$ cat src/hw/lest_pkg.sv
// constants for the laser enable, status and tickle block
// assumes a single 250 MHz clock and 32-bit Avalon-MM register access
package lest_pkg;

   // clock
   localparam int unsigned CLK_HZ = 250_000_000;
   localparam int unsigned CLK_PERIOD_NS = 4;

   // timing figures as printed, and their cycle counts
   localparam int unsigned TICKLE_WIN_US = 200;
   localparam int unsigned TICKLE_WIN_CYC = TICKLE_WIN_US * (CLK_HZ / 1_000_000);
   localparam int unsigned TICKLE_PULSE_NS = 4000;
   localparam int unsigned TICKLE_PULSE_CYC = TICKLE_PULSE_NS / CLK_PERIOD_NS;
   localparam int unsigned INHIBIT_S = 5;
   localparam int unsigned INHIBIT_CYC = INHIBIT_S * CLK_HZ;

   // register byte offsets
   localparam logic [7:0] REG_CTRL = 8'h00;
   localparam logic [7:0] REG_STATUS = 8'h04;
   localparam logic [7:0] REG_IRQ_STAT = 8'h08;
   localparam logic [7:0] REG_IRQ_MASK = 8'h0c;
   localparam logic [7:0] REG_TICKLE_LEN = 8'h10;

   // control fields
   localparam int CTRL_TICKLE_EN = 0;
   localparam int CTRL_SW_HOLD = 1;
   localparam logic [1:0] CTRL_RESET = 2'h1;

   // status fields
   localparam int STAT_READY = 0;
   localparam int STAT_ARMED = 1;
   localparam int STAT_LASING = 2;
   localparam int STAT_OVER_TEMP = 3;
   localparam int STAT_ILK_OPEN = 4;
   localparam int STAT_TICKLE = 5;

   // event fields, shared by irq status and mask
   localparam int EVT_READY_RISE = 0;
   localparam int EVT_ARMED = 1;
   localparam int EVT_ILK_LOST = 2;
   localparam int EVT_OVER_TEMP = 3;
   localparam int EVT_TICKLE = 4;
   localparam int EVT_W = 5;
   localparam logic [EVT_W-1:0] IRQ_MASK_RESET = 5'h00;

   // synchronised input bits
   localparam int IN_PWM = 0;
   localparam int IN_RESET = 1;
   localparam int IN_ILK = 2;
   localparam int IN_TEMP = 3;
   localparam int IN_W = 4;

   typedef enum logic [1:0] {
      LEST_DISABLED,
      LEST_INHIBIT,
      LEST_ARMED
   } lest_state_e;

endpackage

$ cat src/hw/lest_sync.sv
// two-flop synchroniser bank for the optoisolated inputs
// assumes inputs are quiet levels; no filtering is done here
`timescale 1ns/10ps
module lest_sync
   import lest_pkg::*;
#(
   parameter int WIDTH = 4
)
(
   // clock and reset
   input wire logic ref_clk_i,
   input wire logic reset_i,
   // raw and synchronised levels
   input wire logic [WIDTH-1:0] async_i,
   output logic [WIDTH-1:0] sync_o
);

   logic [WIDTH-1:0] meta_q;
   logic [WIDTH-1:0] sync_q;

   genvar i;
   generate
      for (i = 0; i < WIDTH; i++)
      begin : g_bit
         // first stage feeds only the second stage
         always_ff @(posedge ref_clk_i)
         begin
            if (reset_i)
            begin
               meta_q[i] <= 1'b0;
               sync_q[i] <= 1'b0;
            end
            else
            begin
               meta_q[i] <= async_i[i];
               sync_q[i] <= meta_q[i];
            end
         end
      end
   endgenerate

   assign sync_o = sync_q;

endmodule

$ cat src/hw/lest_top.sv
// laser enable sequencing, tickle generator and status switches
// assumes one 250 MHz clock, synchronous reset and an Avalon-MM master
//
// Overview of operation
// - tickle when command off longer than 200 us
// - tickle is short pulse, length set in REG_TICKLE_LEN, may merge
// - tickle decided by off time, not frequency
// - reset input holds disabled; release starts 5 s
// - lasing only while interlock input asserted
// - lasing switch closed while beam emitted
// - over-temperature switch follows temperature fault
// - ready closed while enabled, including the 5 s inhibit
// - interlock-open switch closed while interlock open
// - lase per command once armed after the inhibit, up to 100 kHz
// - tickle only if 200 us on-time below preset
// - command held high keeps drive on
`timescale 1ns/10ps
module lest_top
   import lest_pkg::*;
#(
   parameter int unsigned INHIBIT_CYCLES = INHIBIT_CYC,
   parameter int unsigned TICKLE_WIN_CYCLES = TICKLE_WIN_CYC
)
(
   // clock and reset
   input wire logic ref_clk_i,
   input wire logic reset_i,
   // optoisolated user inputs and internal temperature fault
   input wire logic pwm_cmd_i,
   input wire logic remote_reset_i,
   input wire logic interlock_i,
   input wire logic over_temp_i,
   // rf drive towards the amplifiers
   output logic rf_drive_o,
   output logic tickle_o,
   // status switches, high means closed
   output logic lasing_o,
   output logic over_temp_o,
   output logic ready_o,
   output logic interlock_open_o,
   // avalon-mm slave
   input wire logic [7:0] avs_address_i,
   input wire logic avs_read_i,
   input wire logic avs_write_i,
   input wire logic [3:0] avs_byteenable_i,
   input wire logic [31:0] avs_writedata_i,
   output logic [31:0] avs_readdata_o,
   output logic avs_waitrequest_o,
   // interrupt
   output logic irq_o
);

   logic [IN_W-1:0] raw_in;
   logic [IN_W-1:0] sync_in;
   logic pwm_s;
   logic rst_s;
   logic ilk_s;
   logic temp_s;

   assign raw_in = {over_temp_i, interlock_i, remote_reset_i, pwm_cmd_i};

   lest_sync #(
      .WIDTH(IN_W)
   ) u_sync (
      .ref_clk_i(ref_clk_i),
      .reset_i(reset_i),
      .async_i(raw_in),
      .sync_o(sync_in)
   );

   assign pwm_s = sync_in[IN_PWM];
   assign rst_s = sync_in[IN_RESET];
   assign ilk_s = sync_in[IN_ILK];
   assign temp_s = sync_in[IN_TEMP];

   // software-visible control
   logic [1:0] ctrl_q, ctrl_d;
   logic [15:0] tickle_len_q, tickle_len_d;
   logic [EVT_W-1:0] irq_stat_q, irq_stat_d;
   logic [EVT_W-1:0] irq_mask_q, irq_mask_d;

   // core state
   lest_state_e state_q, state_d;
   logic [31:0] inhibit_cnt_q, inhibit_cnt_d;
   logic [31:0] off_cnt_q, off_cnt_d;
   logic [15:0] tickle_cnt_q, tickle_cnt_d;
   logic tickle_q, tickle_d;
   logic ready_q, ready_d;
   logic lasing_q, lasing_d;
   logic temp_q, temp_d;
   logic ilk_open_q, ilk_open_d;
   logic drive_q, drive_d;
   logic irq_q, irq_d;
   logic [EVT_W-1:0] evt;

   // bus
   logic wait_q, wait_d;
   logic [31:0] rdata_q, rdata_d;
   logic wr_take;
   logic [5:0] status_vec;

   // ---------------- sequencing, tickle and status ----------------
   always_comb
   begin
      state_d = state_q;
      inhibit_cnt_d = inhibit_cnt_q;
      off_cnt_d = off_cnt_q;
      tickle_cnt_d = tickle_cnt_q;
      tickle_d = tickle_q;
      evt = '0;

      case (state_q)
         LEST_DISABLED:
         begin
            inhibit_cnt_d = 32'h0;
            // interlock is not latched: reapplying it restarts the delay
            if (!rst_s && ilk_s && !ctrl_q[CTRL_SW_HOLD])
            begin
               state_d = LEST_INHIBIT;
               evt[EVT_READY_RISE] = 1'b1;
            end
         end
         LEST_INHIBIT:
         begin
            if (rst_s || !ilk_s || ctrl_q[CTRL_SW_HOLD])
            begin
               state_d = LEST_DISABLED;
            end
            else if (inhibit_cnt_q >= INHIBIT_CYCLES - 1)
            begin
               state_d = LEST_ARMED;
               evt[EVT_ARMED] = 1'b1;
            end
            else
            begin
               inhibit_cnt_d = inhibit_cnt_q + 32'h1;
            end
         end
         LEST_ARMED:
         begin
            if (rst_s || !ilk_s || ctrl_q[CTRL_SW_HOLD])
            begin
               state_d = LEST_DISABLED;
            end
         end
         default:
         begin
            state_d = LEST_DISABLED;
         end
      endcase

      if (state_q != LEST_DISABLED && !ilk_s)
      begin
         evt[EVT_ILK_LOST] = 1'b1;
      end
      if (temp_s && !temp_q)
      begin
         evt[EVT_OVER_TEMP] = 1'b1;
      end

      // off time is measured from the falling edge of the command, the end of a tickle or entry to armed;
      // a full window with no command means zero on-time in that window,
      // which is below any preset tickle amount
      if (pwm_s || tickle_q || state_q != LEST_ARMED)
      begin
         off_cnt_d = 32'h0;
      end
      else if (off_cnt_q < TICKLE_WIN_CYCLES)
      begin
         off_cnt_d = off_cnt_q + 32'h1;
      end

      if (tickle_q)
      begin
         // runs to its end even if a command pulse starts meanwhile;
         // a disable in this cycle cuts it, so it never outlives the drive
         if (tickle_cnt_q <= 16'h1 || state_d != LEST_ARMED)
         begin
            tickle_d = 1'b0;
            tickle_cnt_d = 16'h0;
         end
         else
         begin
            tickle_cnt_d = tickle_cnt_q - 16'h1;
         end
      end
      else if (off_cnt_q >= TICKLE_WIN_CYCLES && !pwm_s && ctrl_q[CTRL_TICKLE_EN]
               && tickle_len_q != 16'h0 && state_d == LEST_ARMED)
      begin
         tickle_d = 1'b1;
         tickle_cnt_d = tickle_len_q;
         evt[EVT_TICKLE] = 1'b1;
      end

      // command high for any length keeps the drive on
      drive_d = (state_d == LEST_ARMED) && (pwm_s || tickle_d);
      lasing_d = (state_d == LEST_ARMED) && pwm_s;
      temp_d = temp_s;
      ready_d = (state_d != LEST_DISABLED);
      ilk_open_d = !ilk_s;
   end

   always_ff @(posedge ref_clk_i)
   begin
      if (reset_i)
      begin
         state_q <= LEST_DISABLED;
         inhibit_cnt_q <= 32'h0;
         off_cnt_q <= 32'h0;
         tickle_cnt_q <= 16'h0;
         tickle_q <= 1'b0;
         drive_q <= 1'b0;
         lasing_q <= 1'b0;
         temp_q <= 1'b0;
         ready_q <= 1'b0;
         ilk_open_q <= 1'b0;
      end
      else
      begin
         state_q <= state_d;
         inhibit_cnt_q <= inhibit_cnt_d;
         off_cnt_q <= off_cnt_d;
         tickle_cnt_q <= tickle_cnt_d;
         tickle_q <= tickle_d;
         drive_q <= drive_d;
         lasing_q <= lasing_d;
         temp_q <= temp_d;
         ready_q <= ready_d;
         ilk_open_q <= ilk_open_d;
      end
   end

   // ---------------- avalon slave and interrupt ----------------
   // request is answered by dropping waitrequest for one cycle; the write
   // lands on the edge where the master sees it low
   assign wr_take = avs_write_i && !wait_q;
   assign status_vec = {tickle_q, ilk_open_q, temp_q, lasing_q, state_q == LEST_ARMED, ready_q};

   always_comb
   begin
      ctrl_d = ctrl_q;
      tickle_len_d = tickle_len_q;
      irq_mask_d = irq_mask_q;
      irq_stat_d = irq_stat_q;
      rdata_d = rdata_q;
      wait_d = !((avs_read_i || avs_write_i) && wait_q);

      if (avs_read_i && wait_q)
      begin
         case (avs_address_i)
            REG_CTRL: rdata_d = {30'h0, ctrl_q};
            REG_STATUS: rdata_d = {26'h0, status_vec};
            REG_IRQ_STAT: rdata_d = {27'h0, irq_stat_q};
            REG_IRQ_MASK: rdata_d = {27'h0, irq_mask_q};
            REG_TICKLE_LEN: rdata_d = {16'h0, tickle_len_q};
            default: rdata_d = 32'h0;
         endcase
      end

      if (wr_take && avs_address_i == REG_CTRL && avs_byteenable_i[0])
      begin
         ctrl_d = avs_writedata_i[1:0];
      end
      if (wr_take && avs_address_i == REG_IRQ_MASK && avs_byteenable_i[0])
      begin
         irq_mask_d = avs_writedata_i[EVT_W-1:0];
      end
      if (wr_take && avs_address_i == REG_TICKLE_LEN)
      begin
         if (avs_byteenable_i[0])
         begin
            tickle_len_d[7:0] = avs_writedata_i[7:0];
         end
         if (avs_byteenable_i[1])
         begin
            tickle_len_d[15:8] = avs_writedata_i[15:8];
         end
      end
      if (wr_take && avs_address_i == REG_IRQ_STAT && avs_byteenable_i[0])
      begin
         irq_stat_d = irq_stat_q & ~avs_writedata_i[EVT_W-1:0];
      end
      // a new event wins over a simultaneous clear
      irq_stat_d = irq_stat_d | evt;
      irq_d = |(irq_stat_d & irq_mask_d);
   end

   always_ff @(posedge ref_clk_i)
   begin
      if (reset_i)
      begin
         ctrl_q <= CTRL_RESET;
         tickle_len_q <= 16'(TICKLE_PULSE_CYC);
         irq_mask_q <= IRQ_MASK_RESET;
         irq_stat_q <= '0;
         rdata_q <= 32'h0;
         wait_q <= 1'b1;
         irq_q <= 1'b0;
      end
      else
      begin
         ctrl_q <= ctrl_d;
         tickle_len_q <= tickle_len_d;
         irq_mask_q <= irq_mask_d;
         irq_stat_q <= irq_stat_d;
         rdata_q <= rdata_d;
         wait_q <= wait_d;
         irq_q <= irq_d;
      end
   end

   assign rf_drive_o = drive_q;
   assign tickle_o = tickle_q;
   assign lasing_o = lasing_q;
   assign over_temp_o = temp_q;
   assign ready_o = ready_q;
   assign interlock_open_o = ilk_open_q;
   assign avs_readdata_o = rdata_q;
   assign avs_waitrequest_o = wait_q;
   assign irq_o = irq_q;

endmodule

$ cat config.mk
export PLATFORM = sky130hd
export DESIGN_NAME = lest_top
export DESIGN_NICKNAME = d
export VERILOG_FILES = /design/src/hw/lest_pkg.sv /design/src/hw/lest_sync.sv /design/src/hw/lest_top.sv
export SDC_FILE = /design/constraint.sdc
export NUM_CORES = 1
export LEC_CHECK = 0
export BUFFER_PORTS_ARGS = -buffer_cell sky130_fd_sc_hd__buf_4
export CAP_MARGIN = 5
export CORE_AREA = 2 2 116 118
export DETAILED_ROUTE_END_ITERATION = 7
export DIE_AREA = 0 0 118 120
export PLACE_DENSITY_LB_ADDON = 0.3
export SLEW_MARGIN = 20
export SYNTH_ARGS = -nofsm -noshare
export SYNTH_HDL_FRONTEND = slang
export SYNTH_HIERARCHICAL = 1
export SYNTH_SLANG_ARGS = --single-unit
$ cat constraint.sdc
create_clock -name ref_clk_i -period 2.64 [get_ports ref_clk_i]
set_input_delay 0.132 -clock ref_clk_i [delete_from_list [all_inputs] [get_ports ref_clk_i]]
set_output_delay 0.132 -clock ref_clk_i [all_outputs]
set_load 0.05 [all_outputs]
==> impl_results.md <==
* Status: finished clean
* Share of layout cells above drive strength 1 at between 15 and 20%
* Setup CP Type: flip-flop to flip-flop
* Die area at ~14,000 um^2
* Clk pwr share at a little over half
* Critical Path End Type: flip-flop
* Mux contribution to synthesized area at under 10%
* Asr flop ratio synth at 0%
* GRT Overall Usage at between 20% and 30%
* Starting Density at slightly below 50%
* Sw frac at a little over a fifth
* FMAX at just under 400 MHz
* Avg Inst Size Synth at 8.90 um^2
* CP Launch Type: flip-flop
* Maximum vdd drop at roughly 360 uV
* Synth Area in Adders at 0.982%
* Fill count at 1,087
* GR Overflow Total at 0
* Initial antenna violation count at 0
* Root Buffer: clkbuf_16
* Required time of the critical path at between 2 and 3 ns
* GPL Wtd Cong at ~0.87
* P_leak at 2.92 nW
* Final Hold Viols at 0
* Clk pin slew, worst setup/hold paths at 0.06 ns
* Area grow syn2layout at 23.4%
* Max FO, Critical Path at 15
* RSZ-0062 raised after global routing: no
* # nets final at about 860
* Final Max Slew Viols at 0
* Sum Neg Setup Slack at 0 ns
* Logic pwr share at 4.5%
* Via/cell ratio at about 5.6
* Synthesized area at 6370 um^2
* Skew-Pair Late Insertion Delay at around 0.42 ns
* Non-Filler Instances at 990
* Clock Path Buffers at 2
* Antenna Cells at 0
* Most used DFF post-synth: dfxtp_1
* Fin crit period at 2.54 ns
* Largest net degree at the start of global routing at 36
* Final setup viols at 0
* CTS tree: built
* Core area at roughly 13,000 um^2
* Sequential share of power at 43.6%
* Mapped Cells at between 700 and 800
* I/O Buffers at 57
* Post-Synth XOR/XNOR Area at under 10%
* CTS Buf Count at 17
* Final period util at a little over nine tenths
* Post-synthesis register bit count at about 140
* Drt pass-1 iters at 5
* Dpl cells at between 900 and 1k
* Post-synth EDFFs at 0
* Routed WL at 15.3 mm
* Area of the multi-input gates at around 3300 um^2
* Largest family of logic cells by synthesized area: simple AND/OR/NAND/NOR gates
* # DRC at 0
* Die Y at around 120 um
* Rows at 42
* Seq/Total Area, Yosys at between 40% and 50%
* DR vias at around 5.5k
* Die Wd at between 100 and 150 um
* Post-synthesis compound-gate area fraction at 12.7%
* Post-Synth Simple-Gate Area at 26.8%
* Pwr dens at 631 nW/um^2
* Antenna Nets Post-Route at 0
* IO Count at slightly above 90
* Clock Sinks at around 140
* Warnings, synthesis at 6
* H-tree depth at 4
* First-pass GRT wire length at around 25 mm
* Arrival time worst endpoint at between 2 and 3 ns
* Vias in the first global route at roughly 5.3k
* Reg area at 2840 um^2
* Max-Slew Margin vs Limit at between 50% and 60%
* Measured slew at the worst slew-check pin at approximately 0.66 ns
* Clock Skew at about 0.0090 ns
* Internal power at around 4 mW
* Dpl hpwl at between 10 and 15 mm
* Hold crit path type: primary input to flip-flop
* NetSw at about 1.1 mW
* Count of different cell masters after synthesis at 63
* Detail-routed net length per standard cell at 15.5 um
* Max capacitance violation total at 0
* 1st-iter DRT viols at 290
## placed cells by master, fill, tap and decap left out, drive strengths merged, types with 15 or more instances in the layout
| cell type | instances |
|---|---|
| dfxtp | 142 |
| nor2 | 86 |
| buf | 78 |
| nand2 | 49 |
| nand3 | 36 |
| a21oi | 36 |
| xor2 | 32 |
| mux2i | 27 |
| nor3 | 24 |
| and2 | 22 |
| dlygate4sd3 | 21 |
| inv | 20 |
| clkbuf | 20 |
| nor4 | 19 |
| nor2b | 18 |
| nand4 | 16 |
| conb | 16 |
| o21ai | 15 |
## cell type report
type,instances,share of cell area (%)
inverters,19,0.907
repair buffers,99,10.1
multi-input cells,522,41.8
well taps,176,2.80
clock buffers,20,5.93
flip-flops and latches,142,36.1
clock inverters,12,2.32
## cell usage after synthesis, types with 3 or more instances
master | count | area [um^2]
mux2i_1 | 27 | 270
a32oi_1 | 4 | 35.0
nand3b_1 | 4 | 30.0
nor3_1 | 24 | 120
clkbuf_1 | 26 | 97.6
nor4_1 | 17 | 106
or4_1 | 6 | 45.0
o21ai_0 | 14 | 70.1
o31ai_1 | 3 | 22.5
o211ai_1 | 7 | 52.6
nand4_1 | 16 | 100
a221oi_1 | 4 | 35.0
ha_1 | 5 | 62.6
and3_1 | 11 | 68.8
a221oi_2 | 6 | 90.1
o21a_1 | 4 | 30.0
nor2b_1 | 18 | 113
xor2_1 | 32 | 280
buf_1 | 3 | 11.3
and2_1 | 22 | 138
and4_1 | 4 | 35.0
a22oi_1 | 7 | 52.6
or3_1 | 13 | 81.3
a21oi_1 | 36 | 180
nor2_1 | 85 | 319
buf_4 | 16 | 120
o22ai_1 | 3 | 18.8
a31oi_1 | 3 | 18.8
or2_2 | 5 | 31.3
inv_1 | 18 | 67.6
a211oi_1 | 3 | 22.5
dfxtp_1 | 142 | 2840
xnor2_1 | 3 | 26.3
o32ai_1 | 5 | 43.8
nand2_1 | 48 | 180
nand3_1 | 36 | 180
nand2b_1 | 4 | 25.0
## power groups by stage
stage	sequential (mW)	combinational [mW]	clock (mW)
after CTS	2.16	0.221	2.61
after global routing	2.16	0.238	2.71
after global placement	2.21	0.193	0
after floorplan	2.22	0.133	0
final	2.16	0.223	2.58
after detailed placement	2.21	0.195	0
## final timing paths
| check | from | endpoint | slack (ns) | cells past startpoint |
|---|---|---|---|---|
| max | tickle_cnt_q[9] | tickle_cnt_q[1] | 0.1 | 7 |
| min | avs_writedata_i[1] | ctrl_q[1] | 0.01 | 3 |
| max reg2reg | tickle_cnt_q[9] | tickle_cnt_q[1] | 0.1 | 7 |
| min reg2reg | u_sync/meta_q[3] | u_sync/sync_o[3] | 0.44 | 1 |
## critical path: stages, from the launching register on
cell and delay, ns:
dfxtp_1 0.34, or3_1 0.42, or4_4 0.43, or4_4 0.52, nand2_4 0.14, nor2_4 0.11, a221oi_1 0.36, a211oi_1 0.09
## sequential cells by signal, indices dropped and copies added, names as in the netlist
register and count:
irq_o 1, irq_mask_q 5, inhibit_cnt_q 32, tickle_cnt_q 16, u_sync/sync_o 4, lasing_o 1
off_cnt_q 32, irq_stat_q 5, interlock_open_o 1, tickle_len_q 16, state_q 2, avs_readdata_o 16
u_sync/meta_q 4, ctrl_q 2, avs_waitrequest_o 1, tickle_o 1, over_temp_o 1, rf_drive_o 1
ready_o 1
## per-stage QoR
step | setup slack, ns | power, mW | hold WS, ns | util, % | cell area [um^2]
floorplan | 0.192 | 2.35 | 0.204 | - | 6430
global placement | 0.169 | 2.40 | 0.351 | 53.8 | 6980
detailed placement | 0.129 | 2.40 | 0.352 | 53.8 | 6980
CTS | 0.117 | 5.00 | 0.00141 | 60.4 | 7840
global route | 0.0104 | 5.11 | 0.00315 | 60.6 | 7870
finish | 0.0989 | 4.96 | 0.0144 | 60.6 | 7870
## repair_timing
| action | CTS | global route |
|---|---|---|
| hold buffers | 21 | 0 |
| resized for setup | 0 | 2 |
| hold endpoints to repair | 21 | 0 |
| setup endpoints to repair | 0 | 3 |
| buffers inserted | 0 | 1 |
## cell families (layout without fill, tap and decap cells)
logic type / after synthesis / in the layout
buf+inv: 67 / 150
other cells: 1 / 16
mux: 29 / 29
compound gates: 111 / 111
xor+xnor: 35 / 35
simple gates: 326 / 326
fa+ha+maj: 5 / 5
flops: 142 / 142
## layer usage
metal	global-route usage (%)	vias up	wire length (um)
met1	25.1	2619	6340
li1	-	2696	-
met4	12.0	0	637
met5	0	-	0
met2	39.2	153	7740
met3	4.99	46	613
No activity file was read; power rests on OpenSTA's default activity.
